### src/amp_sensor_config_map.svh
// Purpose: Offsets, field positions, reset values and masks of the amplifier configuration bank
// Assumes: 32-bit word registers, byte addresses as printed
// Notes:   Definitions only
`ifndef AMP_SENSOR_CONFIG_MAP_SVH
`define AMP_SENSOR_CONFIG_MAP_SVH

// Register byte addresses
`define AMP3_CHOP_OFS       32'h0000_0028
`define AMP2_CHOP_OFS       32'h0000_00a4
`define AMP3_CTRL_OFS       32'h0000_00d0
`define TEMP_ENABLE_OFS     32'h4006_9600

// Reset values
`define AMP3_CHOP_RESET     32'h0000_0001
`define AMP2_CHOP_RESET     32'h0000_0001
`define AMP3_CTRL_RESET     32'h0000_0011
`define TEMP_ENABLE_RESET   32'h0000_0002

// Writable bits; all others read as zero
`define CHOP_WMASK          32'h0000_0001
`define AMP3_CTRL_WMASK     32'h0000_7fff
`define TEMP_ENABLE_WMASK   32'h0000_0002

// Field positions
`define CHOP_DISABLE_BIT    0
`define SINK_BOOST_BIT      14
`define BIAS_SEL_MSB        12
`define BIAS_SEL_LSB        11
`define TIA_GAIN_MSB        10
`define TIA_GAIN_LSB        8
`define AMP_GAIN_MSB        7
`define AMP_GAIN_LSB        5
`define COUPLING_BIT        2
`define MODE_BIT            1
`define POWERDOWN_BIT       0
`define SENSOR_EN_BIT       1

// Select vector positions
`define SEL_AMP3_CHOP       0
`define SEL_AMP2_CHOP       1
`define SEL_AMP3_CTRL       2
`define SEL_TEMP_ENABLE     3

// Converter sample time factors
`define CHOP_SAMPLE_SCALE   2'h2
`define PLAIN_SAMPLE_SCALE  2'h1

`endif

### src/amp_sensor_config_pkg.sv
// Purpose: Types and helpers of the amplifier configuration bank
// Assumes: Constants come from the map header
// Notes:   Shared by the bank and its register word
`include "amp_sensor_config_map.svh"

package amp_sensor_config_pkg;

  typedef enum logic [2:0] {
    PH_IDLE  = 3'b001,
    PH_WRITE = 3'b010,
    PH_READ  = 3'b100
  } bus_phase_t;

  typedef struct packed {
    logic       sink_boost_enable;
    logic [1:0] transimpedance_bias_select;
    logic [2:0] transimpedance_gain;
    logic [2:0] amp_gain;
    logic       coupling_select;
    logic       transimpedance_mode;
    logic       amp_core_powerdown;
  } amp3_cfg_t;

  typedef struct packed {
    logic bias_dac_ch11;
    logic bias_dac_ch10;
    logic bias_dac_ch9;
    logic bias_dac_ch8;
  } bias_route_t;

  typedef struct packed {
    logic [31:0] value;
  } word_state_t;

  // Writable bits take new data, the rest keep their value
  function automatic logic [31:0] merge_bits(input logic [31:0] old_value,
                                             input logic [31:0] new_value,
                                             input logic [31:0] mask);
    merge_bits = (old_value & ~mask) | (new_value & mask);
  endfunction

  function automatic logic [3:0] decode_addr(input logic [31:0] addr);
    decode_addr = 4'h0;
    case (addr)
      `AMP3_CHOP_OFS:   decode_addr[`SEL_AMP3_CHOP]   = 1'b1;
      `AMP2_CHOP_OFS:   decode_addr[`SEL_AMP2_CHOP]   = 1'b1;
      `AMP3_CTRL_OFS:   decode_addr[`SEL_AMP3_CTRL]   = 1'b1;
      `TEMP_ENABLE_OFS: decode_addr[`SEL_TEMP_ENABLE] = 1'b1;
      default:          decode_addr = 4'h0;
    endcase
  endfunction

  function automatic logic [1:0] sample_scale(input logic chop_disable);
    sample_scale = chop_disable ? `PLAIN_SAMPLE_SCALE : `CHOP_SAMPLE_SCALE;
  endfunction

endpackage

### src/cfg_word.sv
// Purpose: One 32-bit configuration word with write mask
// Assumes: Write strobe lasts one enabled cycle
// Notes:   Bits outside the mask are held at zero
`timescale 1ns/1ps

module cfg_word
  import amp_sensor_config_pkg::*;
#(
  parameter logic [31:0] RESET_VALUE = 32'h0000_0000,
  parameter logic [31:0] WRITE_MASK  = 32'hffff_ffff
) (
  // Clock and reset
  input  wire logic        hclk,
  input  wire logic        hresetn,
  input  wire logic        ce,
  // Write side
  input  wire logic        we,
  input  wire logic [31:0] wdata,
  // Contents
  output logic      [31:0] value,
  output logic      [31:0] next_value
);

  word_state_t state;
  word_state_t next_state;

  // Reset value may not set bits that writes cannot reach
  if ((RESET_VALUE & ~WRITE_MASK) != 32'h0000_0000) begin : g_bad_reset
    $error("Reset value sets read-only bits");
  end

  always_comb begin
    next_state = state;
    if (ce && we) begin
      next_state.value = merge_bits(state.value, wdata, WRITE_MASK);
    end
  end

  always_ff @(posedge hclk or negedge hresetn) begin
    if (!hresetn) begin
      state <= '{value: RESET_VALUE};
    end else begin
      state <= next_state;
    end
  end

  assign value      = state.value;
  assign next_value = next_state.value;

endmodule

### src/amp_sensor_config_regs.sv
// Purpose: AHB-Lite register bank steering the amplifier and sensor analog switches
// Assumes: Single slave, zero wait states while ce is high, word transfers only
// Notes:   Unmapped reads return zero, unmapped writes are dropped, response always OKAY
//
// Overview of operation
// - Second amplifier chop word holds a chop-disable bit at bit 0, reset 1, 0 turns chopping on.
// - Third amplifier chop word holds a chop-disable bit at bit 0, reset 1, 0 enables chopping.
// - With chopping on for a path, its converter sample time is reported as doubled.
// - Third amplifier control word sits at 0xd0 and resets to 0x11.
// - Control bit 14 turns on the current-sink boost in transimpedance mode, reset 0.
// - Control bits 12:11 pick bias channel eight to eleven in ascending order, reset 00.
// - Control bits 10:8 pick the feedback resistor code, reset 000.
// - Control bits 7:5 pick the amplifier gain code, reset 000.
// - Control bit 2 picks DC (0) or AC (1) coupling, reset 0.
// - Control bit 1 picks voltage-gain (0) or transimpedance (1) mode, reset 0.
// - Control bit 0 powers the core down while set and resets to 1.
// - Sensor enable word resets to 0x2, bit 1 enables the channel, other bits read-only.
`timescale 1ns/1ps

module amp_sensor_config_regs
  import amp_sensor_config_pkg::*;
(
  // Clock, reset, enable
  input  wire logic        hclk,
  input  wire logic        hresetn,
  input  wire logic        ce,
  // AHB-Lite slave
  input  wire logic        hsel,
  input  wire logic [31:0] haddr,
  input  wire logic [1:0]  htrans,
  input  wire logic        hwrite,
  input  wire logic [2:0]  hsize,
  input  wire logic [31:0] hwdata,
  input  wire logic        hready,
  output logic             hreadyout,
  output logic             hresp,
  output logic      [31:0] hrdata,
  // Analog controls
  output logic             amp2_chop_disable,
  output logic             amp3_chop_disable,
  output amp3_cfg_t        amp3_cfg,
  output bias_route_t      bias_route,
  output logic             sensor_channel_enable,
  // Converter sample time factors
  output logic      [1:0]  amp2_sample_scale,
  output logic      [1:0]  amp3_sample_scale
);

  typedef struct packed {
    bus_phase_t  phase;
    logic [3:0]  wsel;
    logic [31:0] rdata;
    bias_route_t route;
    logic [1:0]  amp2_scale;
    logic [1:0]  amp3_scale;
  } ctl_state_t;

  ctl_state_t  state;
  ctl_state_t  next_state;
  logic [3:0]  we_vec;
  logic        accept;
  logic [31:0] amp3_chop_q;
  logic [31:0] amp2_chop_q;
  logic [31:0] amp3_ctrl_q;
  logic [31:0] temp_q;
  logic [31:0] amp3_chop_n;
  logic [31:0] amp2_chop_n;
  logic [31:0] amp3_ctrl_n;
  logic [31:0] temp_n;
  logic [31:0] read_mux;
  logic [3:0]  addr_sel;

  ////////////////////////////////////////////////////////////////////////////
  // Register words

  cfg_word #(.RESET_VALUE(`AMP2_CHOP_RESET), .WRITE_MASK(`CHOP_WMASK)) u_amp2_chop (
    .hclk       (hclk),
    .hresetn    (hresetn),
    .ce         (ce),
    .we         (we_vec[`SEL_AMP2_CHOP]),
    .wdata      (hwdata),
    .value      (amp2_chop_q),
    .next_value (amp2_chop_n)
  );

  cfg_word #(.RESET_VALUE(`AMP3_CHOP_RESET), .WRITE_MASK(`CHOP_WMASK)) u_amp3_chop (
    .hclk       (hclk),
    .hresetn    (hresetn),
    .ce         (ce),
    .we         (we_vec[`SEL_AMP3_CHOP]),
    .wdata      (hwdata),
    .value      (amp3_chop_q),
    .next_value (amp3_chop_n)
  );

  // control word, spare bits 13 and 4:3 writable
  cfg_word #(.RESET_VALUE(`AMP3_CTRL_RESET), .WRITE_MASK(`AMP3_CTRL_WMASK)) u_amp3_ctrl (
    .hclk       (hclk),
    .hresetn    (hresetn),
    .ce         (ce),
    .we         (we_vec[`SEL_AMP3_CTRL]),
    .wdata      (hwdata),
    .value      (amp3_ctrl_q),
    .next_value (amp3_ctrl_n)
  );

  // sensor word, only bit 1 writable
  cfg_word #(.RESET_VALUE(`TEMP_ENABLE_RESET), .WRITE_MASK(`TEMP_ENABLE_WMASK)) u_temp (
    .hclk       (hclk),
    .hresetn    (hresetn),
    .ce         (ce),
    .we         (we_vec[`SEL_TEMP_ENABLE]),
    .wdata      (hwdata),
    .value      (temp_q),
    .next_value (temp_n)
  );

  ////////////////////////////////////////////////////////////////////////////
  // Bus decode

  assign accept   = hsel && htrans[1] && hready && ce;
  assign addr_sel = decode_addr(haddr);

  // Write lands at the end of its data phase
  assign we_vec = (state.phase == PH_WRITE) ? state.wsel : 4'h0;

  // Next values, so a read right behind a write sees the new word
  always_comb begin
    read_mux = 32'h0000_0000;
    case (addr_sel)
      4'b0001: read_mux = amp3_chop_n;
      4'b0010: read_mux = amp2_chop_n;
      4'b0100: read_mux = amp3_ctrl_n;
      4'b1000: read_mux = temp_n;
      default: read_mux = 32'h0000_0000;
    endcase
  end

  ////////////////////////////////////////////////////////////////////////////
  // Control state

  always_comb begin
    next_state = state;
    if (ce) begin
      next_state.phase = PH_IDLE;
      next_state.wsel  = 4'h0;
      next_state.rdata = 32'h0000_0000;
      if (accept && hwrite) begin
        next_state.phase = PH_WRITE;
        next_state.wsel  = addr_sel;
      end else if (accept) begin
        next_state.phase = PH_READ;
        next_state.rdata = read_mux;
      end
      case (amp3_ctrl_n[`BIAS_SEL_MSB:`BIAS_SEL_LSB])
        2'h0:    next_state.route = 4'b0001;
        2'h1:    next_state.route = 4'b0010;
        2'h2:    next_state.route = 4'b0100;
        default: next_state.route = 4'b1000;
      endcase
      next_state.amp2_scale = sample_scale(amp2_chop_n[`CHOP_DISABLE_BIT]);
      next_state.amp3_scale = sample_scale(amp3_chop_n[`CHOP_DISABLE_BIT]);
    end
  end

  always_ff @(posedge hclk or negedge hresetn) begin
    if (!hresetn) begin
      state <= '{phase:      PH_IDLE,
                 wsel:       4'h0,
                 rdata:      32'h0000_0000,
                 route:      4'b0001,
                 amp2_scale: `PLAIN_SAMPLE_SCALE,
                 amp3_scale: `PLAIN_SAMPLE_SCALE};
    end else begin
      state <= next_state;
    end
  end

  ////////////////////////////////////////////////////////////////////////////
  // Outputs

  // Stall the bus while the block is frozen
  assign hreadyout = ce;
  assign hresp     = 1'b0;
  assign hrdata    = state.rdata;

  assign amp2_chop_disable = amp2_chop_q[`CHOP_DISABLE_BIT];
  assign amp3_chop_disable = amp3_chop_q[`CHOP_DISABLE_BIT];

  assign amp3_cfg.sink_boost_enable         = amp3_ctrl_q[`SINK_BOOST_BIT];
  assign amp3_cfg.transimpedance_bias_select = amp3_ctrl_q[`BIAS_SEL_MSB:`BIAS_SEL_LSB];
  assign amp3_cfg.transimpedance_gain       = amp3_ctrl_q[`TIA_GAIN_MSB:`TIA_GAIN_LSB];
  assign amp3_cfg.amp_gain                  = amp3_ctrl_q[`AMP_GAIN_MSB:`AMP_GAIN_LSB];
  assign amp3_cfg.coupling_select           = amp3_ctrl_q[`COUPLING_BIT];
  assign amp3_cfg.transimpedance_mode       = amp3_ctrl_q[`MODE_BIT];
  assign amp3_cfg.amp_core_powerdown        = amp3_ctrl_q[`POWERDOWN_BIT];

  assign bias_route            = state.route;
  assign sensor_channel_enable = temp_q[`SENSOR_EN_BIT];
  assign amp2_sample_scale     = state.amp2_scale;
  assign amp3_sample_scale     = state.amp3_scale;
endmodule

### config.mk
export PLATFORM = sky130hd
export DESIGN_NAME = amp_sensor_config_regs
export DESIGN_NICKNAME = d
export VERILOG_FILES = /design/src/amp_sensor_config_pkg.sv /design/src/cfg_word.sv /design/src/amp_sensor_config_regs.sv
export VERILOG_INCLUDE_DIRS = /design/src
export SDC_FILE = /design/constraint.sdc
export NUM_CORES = 1
export LEC_CHECK = 0
export BUFFER_PORTS_ARGS = -buffer_cell sky130_fd_sc_hd__buf_2
export CAP_MARGIN = 20
export CORE_MARGIN = 2
export CORE_UTILIZATION = 32
export CTS_CLUSTER_SIZE = 28
export DETAILED_ROUTE_END_ITERATION = 8
export MAX_ROUTING_LAYER = met4
export PLACE_DENSITY = 0.63
export REMOVE_ABC_BUFFERS = 1
export SETUP_SLACK_MARGIN = 0.05
export SLEW_MARGIN = 30
export SYNTH_ARGS = -nofsm -noshare
export SYNTH_HDL_FRONTEND = slang
export SYNTH_SLANG_ARGS = --single-unit
### constraint.sdc
create_clock -name hclk -period 2.3 [get_ports hclk]
set_input_delay 0.115 -clock hclk [delete_from_list [all_inputs] [get_ports hclk]]
set_output_delay 0.115 -clock hclk [all_outputs]
set_load 0.05 [all_outputs]
Word level (Yosys, flattened, before mapping)
Index checks and enable logic that the tools add are counted.
Widths: inputs -> output; s select.
- add/sub/neg operators: 0
- multiply operators: 0
- div/mod/pow operators: 0
- $lt $le $gt $ge: 0
- eq/ne operators: 11
- shift-type cells: 0
- mux-type cells: 18
- bitwise gates (word level): 4
- reduce and logical (&&, ||, !) cells: 9
- operator list (cell ; count):
    $mux 32 ; 6
    $pmux 32 s4 ; 1
    $eq 32x8->1 const B ; 2
    $or 32x1->32 ; 2
    $eq 32x31->1 const B ; 1
    $eq 32x6->1 const B ; 1
    $or 32x15->32 ; 1
    $or 32x2->32 ; 1
    $pmux 4 s3 ; 1
    $logic_and 1x1->1 ; 8
    $mux 4 ; 2
    $mux 3 ; 2
    $eq 4x1->1 const B ; 1
    $eq 4x2->1 const B ; 1
    $eq 4x3->1 const B ; 1
    $eq 4x4->1 const B ; 1
    $mux 1 ; 4
    $mux 2 ; 2
    $eq 3x2->1 const B ; 1
    $eq 2x1->1 const B ; 1
    $eq 2x2->1 const B ; 1
    $logic_not 2->1 ; 1
- register bits after elaboration: 175
- bits in latches: 0
- bits in writable memories: 0
- ROM bits: 0
- bits of input ports: 75
- output and inout port bits: 57
- word-level logic and storage cells: 55
- memories: 0

Logic depth before layout (Yosys ltp)
- depth after elaboration: 7
- depth in mapped cells: 7
- gate-level depth less buffers: 6

Cells and area by module
From an unflattened synthesis, not the netlist that was laid out.
- cells, all modules: 578
- area, all modules: 5626.6 µm²
- by module, submodules not included (module ; times used ; cells an instance ; area each (µm²) ; sequential area each (µm²)):
    amp_sensor_config_regs ; 1 ; 313 ; 3223.1 ; 1181.1
    cfg_word (u_amp2_chop ...) ; 3 ; 66 ; 514.2 ; 26.3
    cfg_word (u_amp3_ctrl) ; 1 ; 67 ; 860.8 ; 377.9

Worst setup path before layout
No wires, ideal clock.
- kind: register -> register
- start point: reg state[44] (netlist name)
- end point: reg state, in the netlist hrdata[4]
- setup time: 122 ps
- data arrival time: 1557 ps
- data required time: 2178 ps
- setup slack: 622 ps
- cell stages (with the launch flop): 6
- path buffers: 1
- clock period less this slack: 1678 ps
- cells stage by stage: dfstp_2 > and4bb_2 > nand2_4 > buf_6 > mux2_4 > a32o_1
- cells in the longest elaborated chain, start to end: 7
- elaborated cells on any way between the ends: 13
- classes of those cells: 1 x eq/ne; 8 x mux; 4 x reduce/logical
- RTL lines (item ; RTL line ; RTL):
    from (decl) ; amp_sensor_config_regs.sv:58 ; ctl_state_t state;
    from (signal assigned) ; amp_sensor_config_regs.sv:168 ; state <= '{phase: PH_IDLE,
    from (signal assigned) ; amp_sensor_config_regs.sv:175 ; state <= next_state;
    $eq 3x2->1 ; amp_sensor_config_regs.sv:125 ; assign we_vec = (state.phase == PH_WRITE) ? state.wsel : 4'h0;
    $mux 4 ; amp_sensor_config_regs.sv:125 ;
    $logic_and 1x1->1 ; cfg_word.sv:34 ; if (ce && we) begin
    $mux 32 ; cfg_word.sv:34 ;
    net amp3_ctrl_n[4] ; amp_sensor_config_regs.sv:68 ; logic [31:0] amp3_ctrl_n;
    $pmux 32 s4 ; amp_sensor_config_regs.sv:130 ; case (addr_sel)
    $mux 32 ; amp_sensor_config_regs.sv:151 ; end else if (accept) begin
    $mux 32 ; amp_sensor_config_regs.sv:148 ; if (accept && hwrite) begin
The timed path passes the listed nets, and every way through them passes these cells.
A chain may end at the register's enable or synchronous reset.

Worst setup path in the final report
- start point: reg state[44] (netlist name)
- end point: reg state, in the netlist bias_route[1]
- cells in the longest elaborated chain, start to end: 6
- elaborated cells on any way between the ends: 8
- classes of those cells: 3 x eq/ne; 3 x mux; 2 x reduce/logical
- RTL lines (item ; RTL line ; RTL):
    $eq 3x2->1 * ; amp_sensor_config_regs.sv:125 ;
    $mux 4 * ; amp_sensor_config_regs.sv:125 ;
    $logic_and 1x1->1 * ; cfg_word.sv:34 ;
    $mux 32 * ; cfg_word.sv:34 ;
    net amp3_ctrl_n[11] ; amp_sensor_config_regs.sv:68 ;
    $eq 2x2->1, or another cell as far along ; amp_sensor_config_regs.sv:155 ; case (amp3_ctrl_n[`BIAS_SEL_MSB:`BIAS_SEL_LSB])
    $pmux 4 s3 * ; amp_sensor_config_regs.sv:155 ;
Mark *: on every way through the listed nets, which the timed path passes. The rest lies on a longest branch.

==> impl_metrics.ini <==
[placement]
hpwl_um = 3960
gp_congestion = 0.715
io_buffers = 109

[drt]
wl_met1_um = 2410
drt-initial-drc-count = 33
wl_met2_um = 2410
wirelength_um = 5290
vias = 1806
wl_per_cell_um = 13.5
ant_nets = 0
wl_met3_um = 452
viasPerCell = 4.61
dr.max_layer_used = met4
dr.pass1.iters = 4
drc_errors = 0

[global_route]
grt_max_degree = 46
grt_pass1_wl_um = 8380
grtUsageTotal_pct = 12.4
grt_pass1_vias = 1699
antenna_found_initial = 0
grt-ovfl-total = 0

[synthesis]
synth_seq_cells = 49
synth_flop_cell = dfrtp_1
syn_avg_cell_area_um2 = 11.5
synthCells = 226
synth_mux_area_share_pct = 9.73
async_reset_ff_share_pct = 100
yosys.area_share.simple_pct = 13.6
synth_edf_count = 0
synth_top_area_share_pct = 38.4
syn_area_um2 = 2610
yosysMostFrequentCell = buf_4
ys_warn_count = 0
synth_xor_area_share_pct = 0
synth_fa_ha_area_share_pct = 0
synth_compound_area_share_pct = 10.1
synth_seq_area_share_pct = 47.4
synth_area_leaders = dfrtp_1 (38%), buf_4 (16%), dfstp_2 (9.1%)
synthDistinctLibCells = 41
synth.cells.most_frequent = buf_4 (54), dfrtp_1 (40), inv_1 (13)
synth_top_cell_by_area = dfrtp_1
synth_top_family_by_area = buffers and inverters

[die]
initial_core_util_pct = 33.4
dieArea_um2 = 8890
rows = 32
fp.coreArea_um2 = 7810
die_w_um = 94.3
io_pins = 132
die_h_um = 94.3

[layout]
n_antenna_cell = 0
fill_cells = 773
multi_input_area_um2 = 876
layout-drive-gt1-share_pct = 55.9
fin_util_pct = 38.6
final-seq-area_um2 = 1240
fin_nets = 364
area_growth_pct = 15.4

[job]
cap_violations = 0

[sta]
tightest_slew_ns = 0.564
slew_headroom_pct = 62.4
fin_setup_tns_ns = 0
fin_hold_ws_ns = 0.0548
fin_crit_ns = 1.81
period_share_pct = 78.6
final.setup_skew_ns = 0.00563
setup_violations = 0
fmax_mhz = 553
hold_viol = 0
rsz0062_at_grt = false
drv_slew = 0

[pwr]
power_leakage_nw = 1.61
p_per_area_nw_per_um2 = 546
ir_drop_uv = 237
p_total_mw = 1.64

[clock_tree]
clockBufferDepth = 2
cts_made_buffers = 5
clock_latency_ns = 0.30
cts-root-buf = clkbuf_8
cts_resized = 0
cts.clk_slew.worst_paths_ns = 0.10
cts_setup_buffers = 0
h-tree-depth = 2
cts_tree = done
cts.sinks = 49

[status]
status = complete, no violations

[setup_path]
critPathRequiredTime_ns = 2.48
endpoint_kind = flop
cp_slowest_cell = dfstp_2
cp_data_arrival_time_ns = 1.99
worstPathMaxFanout = 15
critPathLaunchType = flop
path_class = flop to flop
cp_slowest_stage_delay_ns = 0.53
path_cells = and4bb_2, nand2_4, mux2i_4, inv_1, nand3_1, o21ai_0

[hold_path]
hp-class = primary input to flop
## layout by cell type, fill, tap and decap left out, types with 3 or more instances in the layout
master,synthesis,final
buf_2,1,108
dfrtp_1,40,40
inv_1,13,13
nand2_1,11,11
a32o_1,11,11
o21ai_0,10,10
dfstp_2,9,9
mux2_4,8,8
nand3_1,8,8
mux2_2,7,7
buf_4,54,7
o2bb2ai_1,5,5
clkbuf_8,0,5
nor2_1,4,4
nand4_1,4,4
nor4_1,3,3
nor4_4,3,3
o21a_1,3,3
## state kept, by name, summed over array words and instances, names as in the netlist
register,flops
hrdata,16
bias_route,4
amp3_sample_scale,2
amp2_sample_scale,2
u_amp2_chop.value,1
state,7
u_temp.value,1
u_amp3_chop.value,1
u_amp3_ctrl.value,15
## where the power goes
part	internal (mW)	total, mW	switching [mW]
clock	0.326	0.617	0.291
combinational	0.0552	0.149	0.0934
sequential	0.873	0.878	0.00434
total	1.25	1.64	0.389
## logic make-up after synthesis
group | after synthesis
AND/OR/NAND/NOR | 51
flip-flops | 49
AO/OA/AOI/OAI | 33
multiplexers | 18
buffers and inverters | 74
other | 1
## metrics by stage
step                instance area, um2  std cells  worst slack, ns
floorplan                         2170        166            -3.56
global placement                  2880        383            0.506
detailed placement                2890        383            0.484
CTS                               3010        392            0.471
global route                      3010        392            0.359
finish                            3010        392            0.492
## routing by layer
layer	vias to the layer above	track usage (%)
li1	866	-
met5	-	-
met4	0	2.17
met3	2	4.01
met1	851	16.0
met2	87	19.5
## path summary, 6_finish.rpt
check | start | to | slack [ns] | cells after the start
hold / removal | hwdata[6] | u_amp3_ctrl.value[6] | 0.05 | 2
min in group asynchronous | hresetn | hrdata[3] | 0.35 | 2
max in group asynchronous | hresetn | u_amp2_chop.value[0] | 1.38 | 3
hold reg to reg | hrdata[7] | hrdata[7] | 0.49 | 1
setup reg to reg | state[44] | bias_route[1] | 0.49 | 6
setup / recovery | state[44] | bias_route[1] | 0.49 | 6
## what timing repair did
action	4_1_cts	5_1_grt
hold buffers	1	0
setup endpoints to repair	0	0
hold endpoints to repair	40	0
## cell type report
| type | instances | share of cell area (%) |
|---|---|---|
| sequential | 49 | 41.1 |
| inverter | 14 | 1.74 |
| timing repair buffer | 116 | 20.0 |
| tap | 102 | 4.24 |
| multi-input combinational | 103 | 29.1 |
| clock buffer | 5 | 2.29 |
| clock inverter | 3 | 1.54 |
## worst max-delay path, delay by kind of cell, from the launching register on
| family | cells | cell delay [ns] |
|---|---|---|
| AOI/OAI and AO/OA | 1 | 0.07 |
| muxes | 1 | 0.34 |
| buffers and inverters | 1 | 0.10 |
| DFF | 1 | 0.53 |
| and+or+nand+nor | 3 | 0.64 |
No activity file was read; power rests on OpenSTA's default activity.
